--- src/hdl/dpi_pkg.sv ---
// Constants shared by the execution pipeline and its interlock.
package dpi_pkg;
  localparam int DPI_QUEUE_BYTES = 6;
  localparam int DPI_NUM_STAGES = 7;
  localparam int DPI_REG_W = 5;
  localparam int DPI_ADDR_W = 24;
  localparam int DPI_DATA_W = 16;
  localparam int DPI_PEND_DEPTH = 4;
  localparam int DPI_AD_STALL_CYCLES = 4;
  localparam int DPI_RPT_TAIL_INSNS = 4;
  localparam int DPI_MEM_RESP_CYCLES = 1;
  localparam logic [1:0] DPI_DST_MEM = 2'h0;
  localparam logic [1:0] DPI_DST_IO = 2'h1;
  localparam logic [1:0] DPI_DST_MAPPED = 2'h2;
  localparam logic [1:0] DPI_DST_NONE = 2'h3;
  localparam logic [2:0] DPI_STG_AD = 3'h1;
  localparam logic [2:0] DPI_STG_ACC_ONE = 3'h2;
  localparam logic [2:0] DPI_STG_ACC_TWO = 3'h3;
  localparam logic [2:0] DPI_STG_R = 3'h4;
  localparam logic [2:0] DPI_STG_X = 3'h5;
  localparam logic [2:0] DPI_STG_W = 3'h6;
endpackage

--- src/hdl/dpi_pipeline.sv ---
// Seven-stage execution pipeline with hardware interlock.
`timescale 1ns/10ps
// Notes on behaviour
// - Fetch segment fills a queue; this execution segment is protected.
// - Decode takes up to six queue bytes, single or paired instruction.
// - Address stage computes data addresses, pointer updates, branch addresses.
// - First access stage drives read addresses on buses b, c and d.
// - Second access stage gives memories exactly one cycle to answer.
// - Read stage captures read data and evaluates the condition.
// - Read stage drives one write address per operand write.
// - Execute stage computes and writes results into core registers.
// - Write stage sends store data to memory, I/O or mapped registers.
// - A younger instruction waits while an older one holds its location.
// - Program order kept; stalls added automatically, never reordered.
// - Conflicts are won by the instruction furthest along.
// - Local block repeat replays the queue without new fetches.
// - Sources read in read stage, destinations in execute; pointers in address.
// - Execute-stage pointer write then address-stage use stalls four cycles.
module dpi_pipeline
  import dpi_pkg::*;
(
  input wire logic CORE_CLK_IN,
  input wire logic RESETN_IN,
  input wire logic [DPI_QUEUE_BYTES*8-1:0] QUEUE_BYTES_IN,
  input wire logic QUEUE_VLD_IN,
  input wire logic [2:0] QUEUE_LEN_IN,
  input wire logic PAIR_IN,
  input wire logic LOCAL_RPT_IN,
  input wire logic [DPI_DATA_W-1:0] RPT_COUNT_IN,
  input wire logic [DPI_DATA_W-1:0] READ_DATA_B_IN,
  input wire logic [DPI_DATA_W-1:0] READ_DATA_C_IN,
  input wire logic [DPI_DATA_W-1:0] READ_DATA_D_IN,
  input wire logic COND_IN,
  output logic QUEUE_TAKE_OUT,
  output logic [2:0] QUEUE_TAKE_LEN_OUT,
  output logic FETCH_HOLD_OUT,
  output logic [DPI_ADDR_W-1:0] READ_ADDR_BUS_B_OUT,
  output logic [DPI_ADDR_W-1:0] READ_ADDR_BUS_C_OUT,
  output logic [DPI_ADDR_W-1:0] READ_ADDR_BUS_D_OUT,
  output logic READ_REQ_OUT,
  output logic [DPI_ADDR_W-1:0] WRITE_ADDR_OUT,
  output logic WRITE_ADDR_VLD_OUT,
  output logic [DPI_DATA_W-1:0] WRITE_DATA_OUT,
  output logic [1:0] WRITE_DEST_OUT,
  output logic WRITE_VLD_OUT,
  output logic [DPI_ADDR_W-1:0] BRANCH_ADDR_OUT,
  output logic BRANCH_VLD_OUT,
  output logic STALL_OUT,
  output logic [DPI_DATA_W-1:0] BLOCK_REPEAT_COUNTER_OUT
);
  // Decoded fields of the queue bytes: byte0 ctl, bytes1-2 srcs, byte3 dst, bytes4-5 imm
  typedef struct packed {
    logic vld;
    logic pair;
    logic [DPI_REG_W-1:0] src_a;
    logic src_a_vld;
    logic [DPI_REG_W-1:0] src_b;
    logic [DPI_REG_W-1:0] dst;
    logic dst_vld;
    logic ptr_ind;
    logic branch;
    logic wr_mem;
    logic [1:0] dest;
    logic [DPI_ADDR_W-1:0] addr;
    logic [DPI_DATA_W-1:0] data;
    logic cond_ok;
  } dpi_insn_t;

  typedef enum logic [1:0] {DPI_RUN, DPI_HOLD} dpi_mode_t;

  typedef struct packed {
    dpi_insn_t d;
    dpi_insn_t ad;
    dpi_insn_t acc_one;
    dpi_insn_t acc_two;
    dpi_insn_t rd;
    dpi_insn_t ex;
    dpi_insn_t wr;
    dpi_mode_t mode;
    logic [2:0] hold_cnt;
    logic [DPI_ADDR_W-1:0] ptr;
    logic [DPI_DATA_W-1:0] rpt_cnt;
    logic [DPI_DATA_W-1:0] result;
    logic take;
    logic [2:0] take_len;
    logic fetch_hold;
    logic rd_req;
    logic wa_vld;
    logic br_vld;
    logic stall;
    logic [DPI_ADDR_W-1:0] addr_c;
    logic [DPI_ADDR_W-1:0] addr_d;
    logic wr_vld;
  } dpi_state_t;

  dpi_state_t st_r;
  dpi_state_t st_nxt;
  logic hazard;
  logic [DPI_PEND_DEPTH-1:0][DPI_REG_W-1:0] pend_dst;
  logic [DPI_PEND_DEPTH-1:0] pend_vld;

  //////////////////////////////////////////////////////////////////////////////
  // Pending destinations are the stages from first access through execute
  assign pend_dst = {st_r.ex.dst, st_r.rd.dst, st_r.acc_two.dst, st_r.acc_one.dst};
  assign pend_vld = {st_r.ex.vld && st_r.ex.dst_vld, st_r.rd.vld && st_r.rd.dst_vld,
                     st_r.acc_two.vld && st_r.acc_two.dst_vld,
                     st_r.acc_one.vld && st_r.acc_one.dst_vld};

  dpi_interlock #(
    .DEPTH(DPI_PEND_DEPTH)
  ) u_lock (
    .src_a_in(st_r.ad.src_a),
    .src_a_vld_in(st_r.ad.vld && st_r.ad.src_a_vld),
    .src_b_in(st_r.ad.src_b),
    .src_b_vld_in(st_r.ad.vld && st_r.ad.ptr_ind),
    .pend_dst_in(pend_dst),
    .pend_vld_in(pend_vld),
    .hazard_out(hazard)
  );

  //////////////////////////////////////////////////////////////////////////////
  function automatic dpi_insn_t decode(input logic [DPI_QUEUE_BYTES*8-1:0] q,
                                       input logic pr);
    dpi_insn_t i;
    i = '0;
    i.vld = 1'b1;
    i.pair = pr;
    i.src_a_vld = q[0];
    i.dst_vld = q[1];
    i.ptr_ind = q[2];
    i.branch = q[3];
    i.wr_mem = q[4];
    i.dest = q[6:5];
    i.src_a = q[12:8];
    i.src_b = q[20:16];
    i.dst = q[28:24];
    i.data = q[47:32];
    i.addr = {8'h00, q[47:32]};
    return i;
  endfunction

  always_comb
  begin
    logic adv;
    adv = 1'b0;
    st_nxt = st_r;
    // Back half always moves: the front runner never waits
    st_nxt.wr = st_r.ex;
    st_nxt.ex = st_r.rd;
    st_nxt.rd = st_r.acc_two;
    // Memories answer during the one cycle in second access
    st_nxt.acc_two = st_r.acc_one;
    // Read data and condition caught in read stage
    if (st_r.acc_two.vld)
    begin
      // A store keeps its own data; only loads take the read buses
      if (!st_r.acc_two.wr_mem)
      begin
        st_nxt.rd.data = READ_DATA_B_IN ^ READ_DATA_C_IN ^ READ_DATA_D_IN;
      end
      st_nxt.rd.cond_ok = COND_IN;
    end
    // Execute writes the core result register
    if (st_r.ex.vld && st_r.ex.cond_ok && st_r.ex.dst_vld)
    begin
      st_nxt.result = st_r.ex.data + st_r.ex.addr[DPI_DATA_W-1:0];
    end
    // Interlock holds address stage; extended for pointer use
    unique case (st_r.mode)
      DPI_RUN:
      begin
        if (hazard)
        begin
          if (st_r.ad.ptr_ind && st_r.acc_one.vld && st_r.acc_one.dst == st_r.ad.src_b)
          begin
            st_nxt.mode = DPI_HOLD;
            st_nxt.hold_cnt = 3'(DPI_AD_STALL_CYCLES - 1);
          end
        end
        else
        begin
          adv = 1'b1;
        end
      end
      DPI_HOLD:
      begin
        st_nxt.hold_cnt = st_r.hold_cnt - 3'h1;
        if (st_r.hold_cnt == 3'h1)
        begin
          st_nxt.mode = DPI_RUN;
        end
      end
    endcase
    // Bubble goes into first access, ahead of the held instruction, so order is kept
    st_nxt.stall = !adv;
    st_nxt.acc_one = '0;
    st_nxt.rd_req = 1'b0;
    st_nxt.br_vld = 1'b0;
    if (adv)
    begin
      st_nxt.acc_one = st_r.ad;
      // Address generation and pointer update
      if (st_r.ad.vld)
      begin
        st_nxt.acc_one.addr = st_r.ad.ptr_ind ? st_r.ptr : st_r.ad.addr;
        if (st_r.ad.ptr_ind)
        begin
          st_nxt.ptr = st_r.ptr + 24'h000001;
        end
        st_nxt.br_vld = st_r.ad.branch;
        if (st_r.rpt_cnt != '0 && LOCAL_RPT_IN)
        begin
          st_nxt.rpt_cnt = st_r.rpt_cnt - 16'h0001;
        end
        st_nxt.rd_req = !st_r.ad.wr_mem;
      end
      st_nxt.ad = st_r.d;
      st_nxt.d = '0;
    end
    if (!st_r.rpt_cnt[DPI_DATA_W-1] && st_r.rpt_cnt == '0 && LOCAL_RPT_IN && !st_r.d.vld)
    begin
      st_nxt.rpt_cnt = RPT_COUNT_IN;
    end
    // Decode takes up to six bytes when the slot frees
    st_nxt.take = 1'b0;
    st_nxt.take_len = 3'h0;
    if ((adv || !st_r.d.vld) && QUEUE_VLD_IN)
    begin
      st_nxt.d = decode(QUEUE_BYTES_IN, PAIR_IN);
      st_nxt.take = 1'b1;
      st_nxt.take_len = (QUEUE_LEN_IN > 3'(DPI_QUEUE_BYTES)) ? 3'(DPI_QUEUE_BYTES)
                                                          : QUEUE_LEN_IN;
    end
    // Local repeat replays the queue, so fetches are held off
    st_nxt.fetch_hold = LOCAL_RPT_IN && (st_nxt.rpt_cnt != '0);
    // Write address issued from read stage
    st_nxt.wa_vld = st_r.acc_two.vld && st_r.acc_two.wr_mem;
    // Side bus addresses and store strobe registered so outputs leave flops
    st_nxt.addr_c = st_nxt.acc_one.addr + 24'h000001;
    st_nxt.addr_d = st_nxt.acc_one.addr + 24'h000002;
    st_nxt.wr_vld = st_r.ex.vld && st_r.ex.wr_mem && st_r.ex.cond_ok;
  end

  always_ff @(posedge CORE_CLK_IN or negedge RESETN_IN)
  begin
    if (!RESETN_IN)
    begin
      st_r <= '0;
    end
    else
    begin
      st_r <= st_nxt;
    end
  end

  //////////////////////////////////////////////////////////////////////////////
  // Read addresses leave in first access
  assign READ_ADDR_BUS_B_OUT = st_r.acc_one.addr;
  assign READ_ADDR_BUS_C_OUT = st_r.addr_c;
  assign READ_ADDR_BUS_D_OUT = st_r.addr_d;
  assign READ_REQ_OUT = st_r.rd_req;
  assign WRITE_ADDR_OUT = st_r.rd.addr;
  assign WRITE_ADDR_VLD_OUT = st_r.wa_vld;
  // Store leaves in write stage to memory, I/O or mapped register
  assign WRITE_DATA_OUT = st_r.wr.data;
  assign WRITE_DEST_OUT = st_r.wr.dest;
  assign WRITE_VLD_OUT = st_r.wr_vld;
  assign BRANCH_ADDR_OUT = st_r.acc_one.addr;
  assign BRANCH_VLD_OUT = st_r.br_vld;
  assign QUEUE_TAKE_OUT = st_r.take;
  assign QUEUE_TAKE_LEN_OUT = st_r.take_len;
  assign FETCH_HOLD_OUT = st_r.fetch_hold;
  assign STALL_OUT = st_r.stall;
  assign BLOCK_REPEAT_COUNTER_OUT = st_r.rpt_cnt;
endmodule

--- src/hdl/dpi_interlock.sv ---
// Hazard comparator: address-stage sources against pending destinations.
`timescale 1ns/10ps
module dpi_interlock
  import dpi_pkg::*;
#(
  parameter int DEPTH = DPI_PEND_DEPTH
)
(
  input wire logic [DPI_REG_W-1:0] src_a_in,
  input wire logic src_a_vld_in,
  input wire logic [DPI_REG_W-1:0] src_b_in,
  input wire logic src_b_vld_in,
  input wire logic [DEPTH-1:0][DPI_REG_W-1:0] pend_dst_in,
  input wire logic [DEPTH-1:0] pend_vld_in,
  output logic hazard_out
);
  logic [DEPTH-1:0] hit;
  genvar g;
  generate
    for (g = 0; g < DEPTH; g++)
    begin : g_cmp
      // Match while the older destination is still unwritten
      assign hit[g] = pend_vld_in[g] &&
        ((src_a_vld_in && (src_a_in == pend_dst_in[g])) ||
         (src_b_vld_in && (src_b_in == pend_dst_in[g])));
    end
  endgenerate
  assign hazard_out = |hit;
endmodule

--- config.mk ---
export PLATFORM = sky130hd
export DESIGN_NAME = dpi_pipeline
export DESIGN_NICKNAME = d
export VERILOG_FILES = /design/src/hdl/dpi_pkg.sv /design/src/hdl/dpi_pipeline.sv /design/src/hdl/dpi_interlock.sv
export SDC_FILE = /design/constraint.sdc
export NUM_CORES = 1
export LEC_CHECK = 0
export ABC_AREA = 0
export BUFFER_PORTS_ARGS = -buffer_cell sky130_fd_sc_hd__buf_2
export CAP_MARGIN = 5
export CORE_MARGIN = 1
export CORE_UTILIZATION = 55
export DETAILED_ROUTE_END_ITERATION = 8
export MAX_ROUTING_LAYER = met4
export PLACE_DENSITY = 0.79
export SLEW_MARGIN = 20
export SYNTH_ARGS = -nofsm -noshare
export SYNTH_HDL_FRONTEND = slang
export SYNTH_HIERARCHICAL = 1
export SYNTH_SLANG_ARGS = --single-unit
export TNS_END_PERCENT = 100
--- constraint.sdc ---
create_clock -name CORE_CLK_IN -period 4 [get_ports CORE_CLK_IN]
set_input_delay 1 -clock CORE_CLK_IN [delete_from_list [all_inputs] [get_ports CORE_CLK_IN]]
set_output_delay 1 -clock CORE_CLK_IN [all_outputs]
set_load 0.005 [all_outputs]
**Word level (Yosys, flattened, before mapping)**

Index checks and enable logic that the tools add are counted.

- Add/subtract/negate cells: 5
- Magnitude comparators: 1
- Eq/ne operators: 14
- Muxes and demuxes: 22
- Bitwise operators: 2
- Reductions and logical operators: 47

Operators with widths:

| operator | count |
|---|---|
| $mux 195 | 1 |
| $mux 16 | 5 |
| $mux 65 | 1 |
| $add 24x1->24 const B | 2 |
| $mux 24 | 2 |
| $eq 5x5->1 | 9 |
| $reduce_bool 16->1 | 2 |
| $xor 16x16->16 | 2 |
| $logic_and 1x1->1 | 29 |
| $add 24x2->24 const B | 1 |
| $mux 17 | 1 |
| $logic_not 16->1 | 1 |
| $sub 16x1->16 const B | 1 |
| $mux 5 | 2 |
| $pmux 5 s2 | 1 |
| $mux 1 | 6 |
| $ne 2x2->1 const B | 3 |
| $reduce_and 3->1 | 2 |
| $logic_or 1x1->1 | 5 |
| $logic_not 1->1 | 4 |
| $mux 4 | 1 |
| $reduce_or 4->1 | 1 |
| $eq 3x1->1 const B | 1 |
| $gt 3x3->1 const B | 1 |
| 7 further kinds | 7 |

- Register bits after elaboration: 431
- Bits of input ports: 121
- Output and inout bits: 164
- Logic and storage cells: 166

**Longest topological paths before layout**

Gate-level depths: netlist of run 1.

- Depth in word-level cells: 11
- Gate-level depth with buffers: 17

**Cells and area by module**

Netlist of run 1, hierarchy kept.

By module, submodules not included:

| module | instances | cells each | area an instance (µm²) |
|---|---|---|---|
| dpi_pipeline | 1 | 1,276 | 14,717.9 |
| dpi_interlock | 1 | 60 | 473.0 |

**Least setup slack after synthesis of run 1**

No wires, ideal clock.

- Path kind: register -> register
- Start point: reg st_r[508] (netlist name)
- End point: reg st_r, in the netlist READ_ADDR_BUS_C_OUT[21]
- Setup time: 125 ps
- Arrival time: 3,543 ps
- Slack: 332 ps
- Stages on the path, launching flop included: 18
- Path buffers: 4
- Path through: dfrtp_1 > buf_2 > buf_2 > and2_1 > nand4_1 > nand4_1 > or2_1 > nor2_4 > inv_1 > buf_2 > a21oi_1 > ha_1 > nand3_1 > nor4_4 > and2_0 > buf_2 > nand4_1 > mux2_2

RTL lines:

| what | RTL line | text |
|---|---|---|
| start: declaration | dpi_pipeline.sv:96 | `dpi_state_t st_r;` |
| start signal: assignment | dpi_pipeline.sv:252 | `st_r <= st_nxt;` |

==> results of run 1 <==
## final cells by class
class                      instances  area (um^2)  share of cell area
timing repair buffer             297         1590              0.0926
multi-input combinational        733         4360               0.253
antenna                            3         7.51            0.000436
sequential                       375         9380               0.545
clock inverter                    14          210              0.0122
clock buffer                      53         1130              0.0657
inverter                          28          105             0.00610
tap                              341          427              0.0248
## what timing repair did
item / in CTS / in global routing
gates resized for setup: 0 / 1
setup buffers: 0 / 2
setup endpoints to repair: 0 / 14
## cells in the final DEF, fill, tap and decap left out, types with 10 or more instances in the layout
master,instances
nand4_1,23
nor3_1,19
a21oi_1,12
nand3_1,26
nand2_1,258
buf_2,272
nor4_1,15
dfrtp_1,375
o21ai_0,60
and2_1,44
nor2_1,27
buf_4,21
clkbuf_16,41
inv_1,27
xnor2_1,72
xor2_1,76
and3_1,10
## sequential cells by signal, indices dropped and copies added (netlist names), 2 cells and up
register,cells
WRITE_DATA_OUT,16
WRITE_DEST_OUT,2
BRANCH_ADDR_OUT,24
WRITE_ADDR_OUT,24
BLOCK_REPEAT_COUNTER_OUT,16
st_r,122
READ_ADDR_BUS_C_OUT,24
READ_ADDR_BUS_D_OUT,23
QUEUE_TAKE_LEN_OUT,3
pend_dst,20
st_nxt,94
## critical path, delay by kind of cell (launching register included)
family | cells | cell delay [ps]
AO/OA/AOI/OAI | 2 | 680
buffers and inverters | 1 | 190
flip-flops | 1 | 470
AND/OR/NAND/NOR | 9 | 2050
XOR/XNOR | 1 | 180
## logic make-up (layout without fill, tap and decap cells)
family / Yosys count / count (layout)
buffers and inverters: 228 / 392
adder cells (fa/ha/maj): 7 / 7
XOR/XNOR: 148 / 148
flip-flops: 375 / 375
multiplexers: 5 / 5
AO/OA/AOI/OAI: 109 / 109
AND/OR/NAND/NOR: 464 / 464
other: 0 / 3
## through the flow
step | total power [mW] | worst slack [ps] | cells | hold WS, ps | util
2_1_floorplan | 5.08 | 332 | 1336 | 331 | -
3_3_place_gp | 5.35 | 257 | 1772 | 332 | 0.587
3_5_place_dp | 5.40 | 118 | 1772 | 335 | 0.587
4_1_cts | 9.13 | 104 | 1839 | 340 | 0.636
5_1_grt | 9.43 | 1.71 | 1844 | 353 | 0.637
6_report | 9.03 | 320 | 1844 | 344 | 0.637
## power by group
part	total, mW	switching, mW	internal (mW)
clock network	3.71	1.41	2.30
logic	0.978	0.548	0.431
registers	4.35	0.225	4.12
## routing by layer
metal	vias to the layer above	wire length, um	track usage
met5	-	0	-
met4	0	756	0.0719
met3	50	1810	0.0451
met2	293	14400	0.353
met1	4489	13800	0.310
li1	4449	-	-
## how the worst max path moves through the flow
| stage | endpoint | start |
|---|---|---|
| 3_5_place_dp | READ_ADDR_BUS_C_OUT[19] | st_r[497] |
| 3_3_place_gp | READ_ADDR_BUS_C_OUT[21] | st_r[498] |
| 5_1_grt | READ_ADDR_BUS_C_OUT[19] | st_r[499] |
| 6_report | FETCH_HOLD_OUT | st_r[502] |
| 4_1_cts | READ_ADDR_BUS_C_OUT[19] | st_r[498] |
| 2_1_floorplan | READ_ADDR_BUS_C_OUT[21] | st_r[508] |
==> impl_metrics.py, run 1 <==
metrics = {
    "synth": {
        "syn-num-nets": 1464,
        "yosys.area_share.xor_xnor": 0.0853,
        "synth.most_common_cell": "dfrtp_1",
        "synth_fa_ha_area_frac": 0.00577,
        "syn_area_per_cell_um2": 11.4,
        "synth_simple_gate_area_frac": 0.147,
        "synth_ff_type": "dfrtp_1",
        "synth_top_area_frac": 0.618,
        "yosys-top-cells-area": "dfrtp_1 62%, buf_4 7.8%, nand2_1 6.4%",
        "async_flop_share": 1.00,
        "ys_warn_count": 6,
        "synth_seq_cells": 375,
        "synth_common_cells": "375 x dfrtp_1, 258 x nand2_1, 157 x buf_4",
        "synth_cell_types": 60,
        "synth_compound_area_frac": 0.0446,
        "synth-seq-area-share": 0.618,
        "synth_edf_count": 0,
        "synth_mux_area_frac": 0.00354,
        "synth_top_area_cell": "dfrtp_1",
        "syn_inst": 1336,
        "synth_top_family_by_area": "simple AND/OR/NAND/NOR gates",
        "synth.cell_area_um2": 15200,
    },
    "pwr": {
        "ir_drop_uv": 353,
        "p_leak_nw": 8.89,
        "p_per_area_nw_per_um2": 525,
    },
    "cts": {
        "clk_path_buf_depth": 3,
        "cts_sinks": 375,
        "holdBufCountCts": 0,
        "cts_tree": "yes",
        "path_clk_slew_ps": 60,
        "worstSkewPairLatency_ps": 520,
        "htreeDepth": 2,
        "cts_inserted_buffers": 38,
        "root_buffer": "clkbuf_16",
    },
    "routing": {
        "vias": 9281,
        "wl_per_cell_um": 16.7,
        "dr.first_iter.drc_count": 640,
        "drt-total-wl_um": 30700,
        "viasPerCell": 5.03,
        "drt_first_pass_iters": 4,
        "route.detailed.drc": 0,
        "antenna_left": 0,
    },
    "timing": {
        "hold_violations": 0,
        "setup_viol": 0,
        "finalCritPeriodShare": 0.920,
        "finalClockSkew_ps": 9.67,
        "post-route-min-period_ps": 3680,
        "worst_pin_slew_ps": 974,
        "timing.fmax_mhz": 272,
        "final.setup.tns_ps": 0,
        "slew_headroom": 0.344,
        "drv_slew": 0,
        "rsz0062_at_grt": "false",
    },
    "floorplanning": {
        "fp.dieArea_um2": 28300,
        "ios": 285,
        "core_area_um2": 27000,
        "fp.dieH_um": 168,
        "initial_core_util": 0.562,
        "fp.dieW_um": 168,
        "row_count": 60,
    },
    "worst_setup_path": {
        "worstReg2RegEnd": "FETCH_HOLD_OUT",
        "r2r_cells": 13,
        "cp-start-kind": "register",
        "cp-end-kind": "register",
        "path_common_cell": "nand4_1",
        "required_ps": 4400,
        "worstSetupPathType": "register to register",
        "worstPathArrival_ps": 4080,
        "worst_path_max_delay_cell": "nor4_1",
        "crit_chain": "xor2_1, nor4_1, nand4_1, nand4_1, or2_1, and4bb_2, nand2_1, buf_4, nor3_1, a211o_1, nor4bb_1, nand4b_1, o41a_1",
        "r2r_start": "st_r[502]",
        "reg2reg_slack_ps": 320,
        "slowest_delay_ps": 520,
        "worstPathMaxFanout": 7,
    },
    "global_route": {
        "grt_first_pass_wirelength_um": 49300,
        "antenna_found_initial": 3,
        "groute.usage.overall": 0.229,
        "grt_pass1_vias": 9428,
        "grt_max_degree": 105,
        "overflow": 0,
    },
    "final_layout": {
        "area_delta_synth_final_pct": 13.4,
        "fillerInstances": 2121,
        "drive_gt1_frac": 0.260,
        "nets": 1601,
        "fin_area_um2": 17200,
    },
    "min_path": {
        "min_to": "st_r[320]",
        "min_delay_path_depth": 0,
        "hp-start": "st_nxt[320]",
        "hp-class": "register to register",
    },
    "placement": {
        "placed_area_um2": 15900,
        "hpwl_um": 21600,
        "port_buffers": 273,
        "gp_congestion": 0.848,
    },
    "run_status": {
        "status": "finished, final reports clean",
    },
    "run": {
        "maxCapViolCount": 0,
    },
}
(Power assumes the default switching activity.)
==> run 2: changes to the inputs <==
Settings changed: CELL_PAD_IN_SITES_DETAIL_PLACEMENT set to 0, CELL_PAD_IN_SITES_GLOBAL_PLACEMENT set to 1, CORE_UTILIZATION 55 to 44, PLACE_DENSITY 0.79 to not set, PLACE_DENSITY_LB_ADDON set to 0.1.
==> run 2 against run 1 <==
Global-route usage down 4.1 points; combinational power about the same; cell count up 6.6%; worst hold slack worse by 2.7 ps; sequential power about the same; clock power up 3%; setup slack better by 42 ps; critical path type unchanged; highest routed layer unchanged; critical endpoint is now READ_ADDR_BUS_C_OUT[23]; sequential cell count unchanged; core utilization down 12 points.
==> impl_metrics.py, run 2 (synthesis results as in run 1) <==
metrics = {
    "run_status": {
        "status": "finished, final reports clean",
    },
    "worst_setup_path": {
        "cp-end-kind": "register",
        "worstPathMaxFanout": 6,
        "worstPathArrival_ps": 4060,
        "worstSetupPathType": "register to register",
        "r2r_start": "st_r[496]",
        "worstReg2RegEnd": "READ_ADDR_BUS_C_OUT[23]",
        "reg2reg_slack_ps": 360,
        "required_ps": 4420,
        "r2r_cells": 15,
        "cp-start-kind": "register",
    },
    "global_route": {
        "grt-busiest-layer": "met1",
        "groute.usage.overall": 0.189,
        "overflow": 0,
        "grt_first_pass_wirelength_um": 50900,
        "grt_pass1_vias": 9409,
        "use_met2": 0.272,
        "grtUsageMet1": 0.278,
        "grt.met3_usage": 0.0313,
        "antenna_found_initial": 0,
        "grt_max_degree": 83,
    },
    "timing": {
        "timing.hold.ws_ps": 341,
        "finalClockSkew_ps": 12.8,
        "hold_violations": 0,
        "setup_viol": 0,
        "finalCritPeriodShare": 0.910,
        "slew_headroom": 0.404,
        "timing.fmax_mhz": 275,
        "final.setup.tns_ps": 0,
        "worst_pin_slew_ps": 894,
        "drv_slew": 0,
        "rsz0062_at_grt": "false",
        "post-route-min-period_ps": 3640,
    },
    "cts": {
        "cts_inserted_buffers": 40,
        "root_buffer": "clkbuf_16",
        "htreeDepth": 2,
        "cts.repair.resized": 0,
        "post_cts_buffers": 0,
        "holdBufCountCts": 0,
        "cts_sinks": 375,
        "clk_path_buf_depth": 3,
        "worstSkewPairLatency_ps": 540,
        "path_clk_slew_ps": 60,
        "cts_tree": "yes",
    },
    "final_layout": {
        "seq_area_um2": 9380,
        "fin_util": 0.518,
        "nets": 1614,
        "final_common_cell": "dfrtp_1",
        "final_cell_mix": "375 x dfrtp_1, 272 x buf_2, 258 x nand2_1, 76 x xor2_1, 72 x xnor2_1",
        "fillerInstances": 3081,
        "largest_reg_flops": 122,
        "top_register": "st_r",
        "multi_input_area_um2": 4360,
        "drive_gt1_frac": 0.266,
        "area_delta_synth_final_pct": 15.2,
    },
    "floorplanning": {
        "ios": 285,
        "fp.dieArea_um2": 35300,
        "row_count": 67,
        "initial_core_util": 0.450,
        "fp.dieW_um": 188,
        "core_area_um2": 33800,
        "fp.dieH_um": 188,
    },
    "routing": {
        "route.detailed.drc": 0,
        "drt-total-wl_um": 31400,
        "vias": 9287,
        "dr.first_iter.drc_count": 447,
        "drt_first_pass_iters": 5,
        "wl_per_cell_um": 16.0,
        "antenna_left": 0,
        "viasPerCell": 4.73,
    },
    "pwr": {
        "internal_power_mw": 6.90,
        "clkPwrFrac": 0.418,
        "p_sw_frac": 0.245,
        "ir_drop_uv": 254,
        "p_total_mw": 9.14,
        "seq_power_share": 0.474,
        "p_leak_nw": 8.98,
        "power_switching_mw": 2.24,
        "p_per_area_nw_per_um2": 523,
        "power_frac_comb": 0.107,
    },
    "min_path": {
        "hp-start": "st_nxt[278]",
        "min_delay_path_depth": 0,
        "min_to": "WRITE_ADDR_OUT[12]",
        "hp-class": "register to register",
    },
    "placement": {
        "gp_congestion": 0.835,
        "hpwl_um": 22100,
        "port_buffers": 273,
    },
    "run": {
        "maxCapViolCount": 0,
    },
}
run 2: cell types whose count changed in the layout (fill, tap and decap cells not counted), moves of 2 or more:
cell	change
buf_4	+10
clkbuf_1	+2
clkinv_2	+4
clkinv_8	+3
clkinvlp_4	-2
diode_2	-2
run 2: routing by layer:
metal	up-vias	part of all wire
met5	-	0
met4	0	0.017
met3	48	0.047
met2	245	0.44
met1	4515	0.50
li1	4479	-
run 2: worst max-delay path: stages, from the launching register on:
cell     delay, ps
dfrtp_1        570
xor2_1         190
nor4_1          70
nand4_1        100
nand4_1         90
or2_1          310
nor2_4         190
o21ai_0        240
inv_1          180
ha_1           250
nand3_1        250
nor4_4         320
and2_0         320
buf_4          210
nand3_1         90
xnor2_1        140
run 2: power groups by stage:
stage                     clock [mW]  combinational [mW]  sequential (mW)
after floorplan                    0               0.739             4.34
after global placement             0               0.989             4.40
after detailed placement           0               0.995             4.41
after CTS                       3.93                1.00             4.34
after global routing            4.10                1.11             4.38
final                           3.83               0.980             4.34
run 2: metrics by stage:
stage	cell area (um^2)	std cells	setup slack [ps]
floorplan	15200	1336	332
global placement	16100	1892	391
detailed placement	16100	1892	337
CTS	17500	1964	323
global route	17500	1964	87.9
finish	17500	1965	362
run 2: cell type report:
| type | count | area share |
|---|---|---|
| antenna | 1 | 0.000143 |
| timing repair buffer | 308 | 0.0965 |
| inverter | 28 | 0.00608 |
| sequential | 375 | 0.536 |
| clock buffer | 53 | 0.0629 |
| clock inverter | 19 | 0.0165 |
| multi-input combinational | 733 | 0.249 |
| tap | 448 | 0.0320 |
run 2: worst max path at each step:
stage,slack (ps),end,from,cells after the start
4_1_cts,320,READ_ADDR_BUS_C_OUT[23],st_r[496],15
5_1_grt,90,READ_ADDR_BUS_C_OUT[23],st_r[496],15
2_1_floorplan,330,READ_ADDR_BUS_C_OUT[21],st_r[508],17
3_5_place_dp,340,READ_ADDR_BUS_C_OUT[23],st_r[496],15
3_3_place_gp,390,READ_ADDR_BUS_C_OUT[21],st_r[496],14
6_report,360,READ_ADDR_BUS_C_OUT[23],st_r[496],15
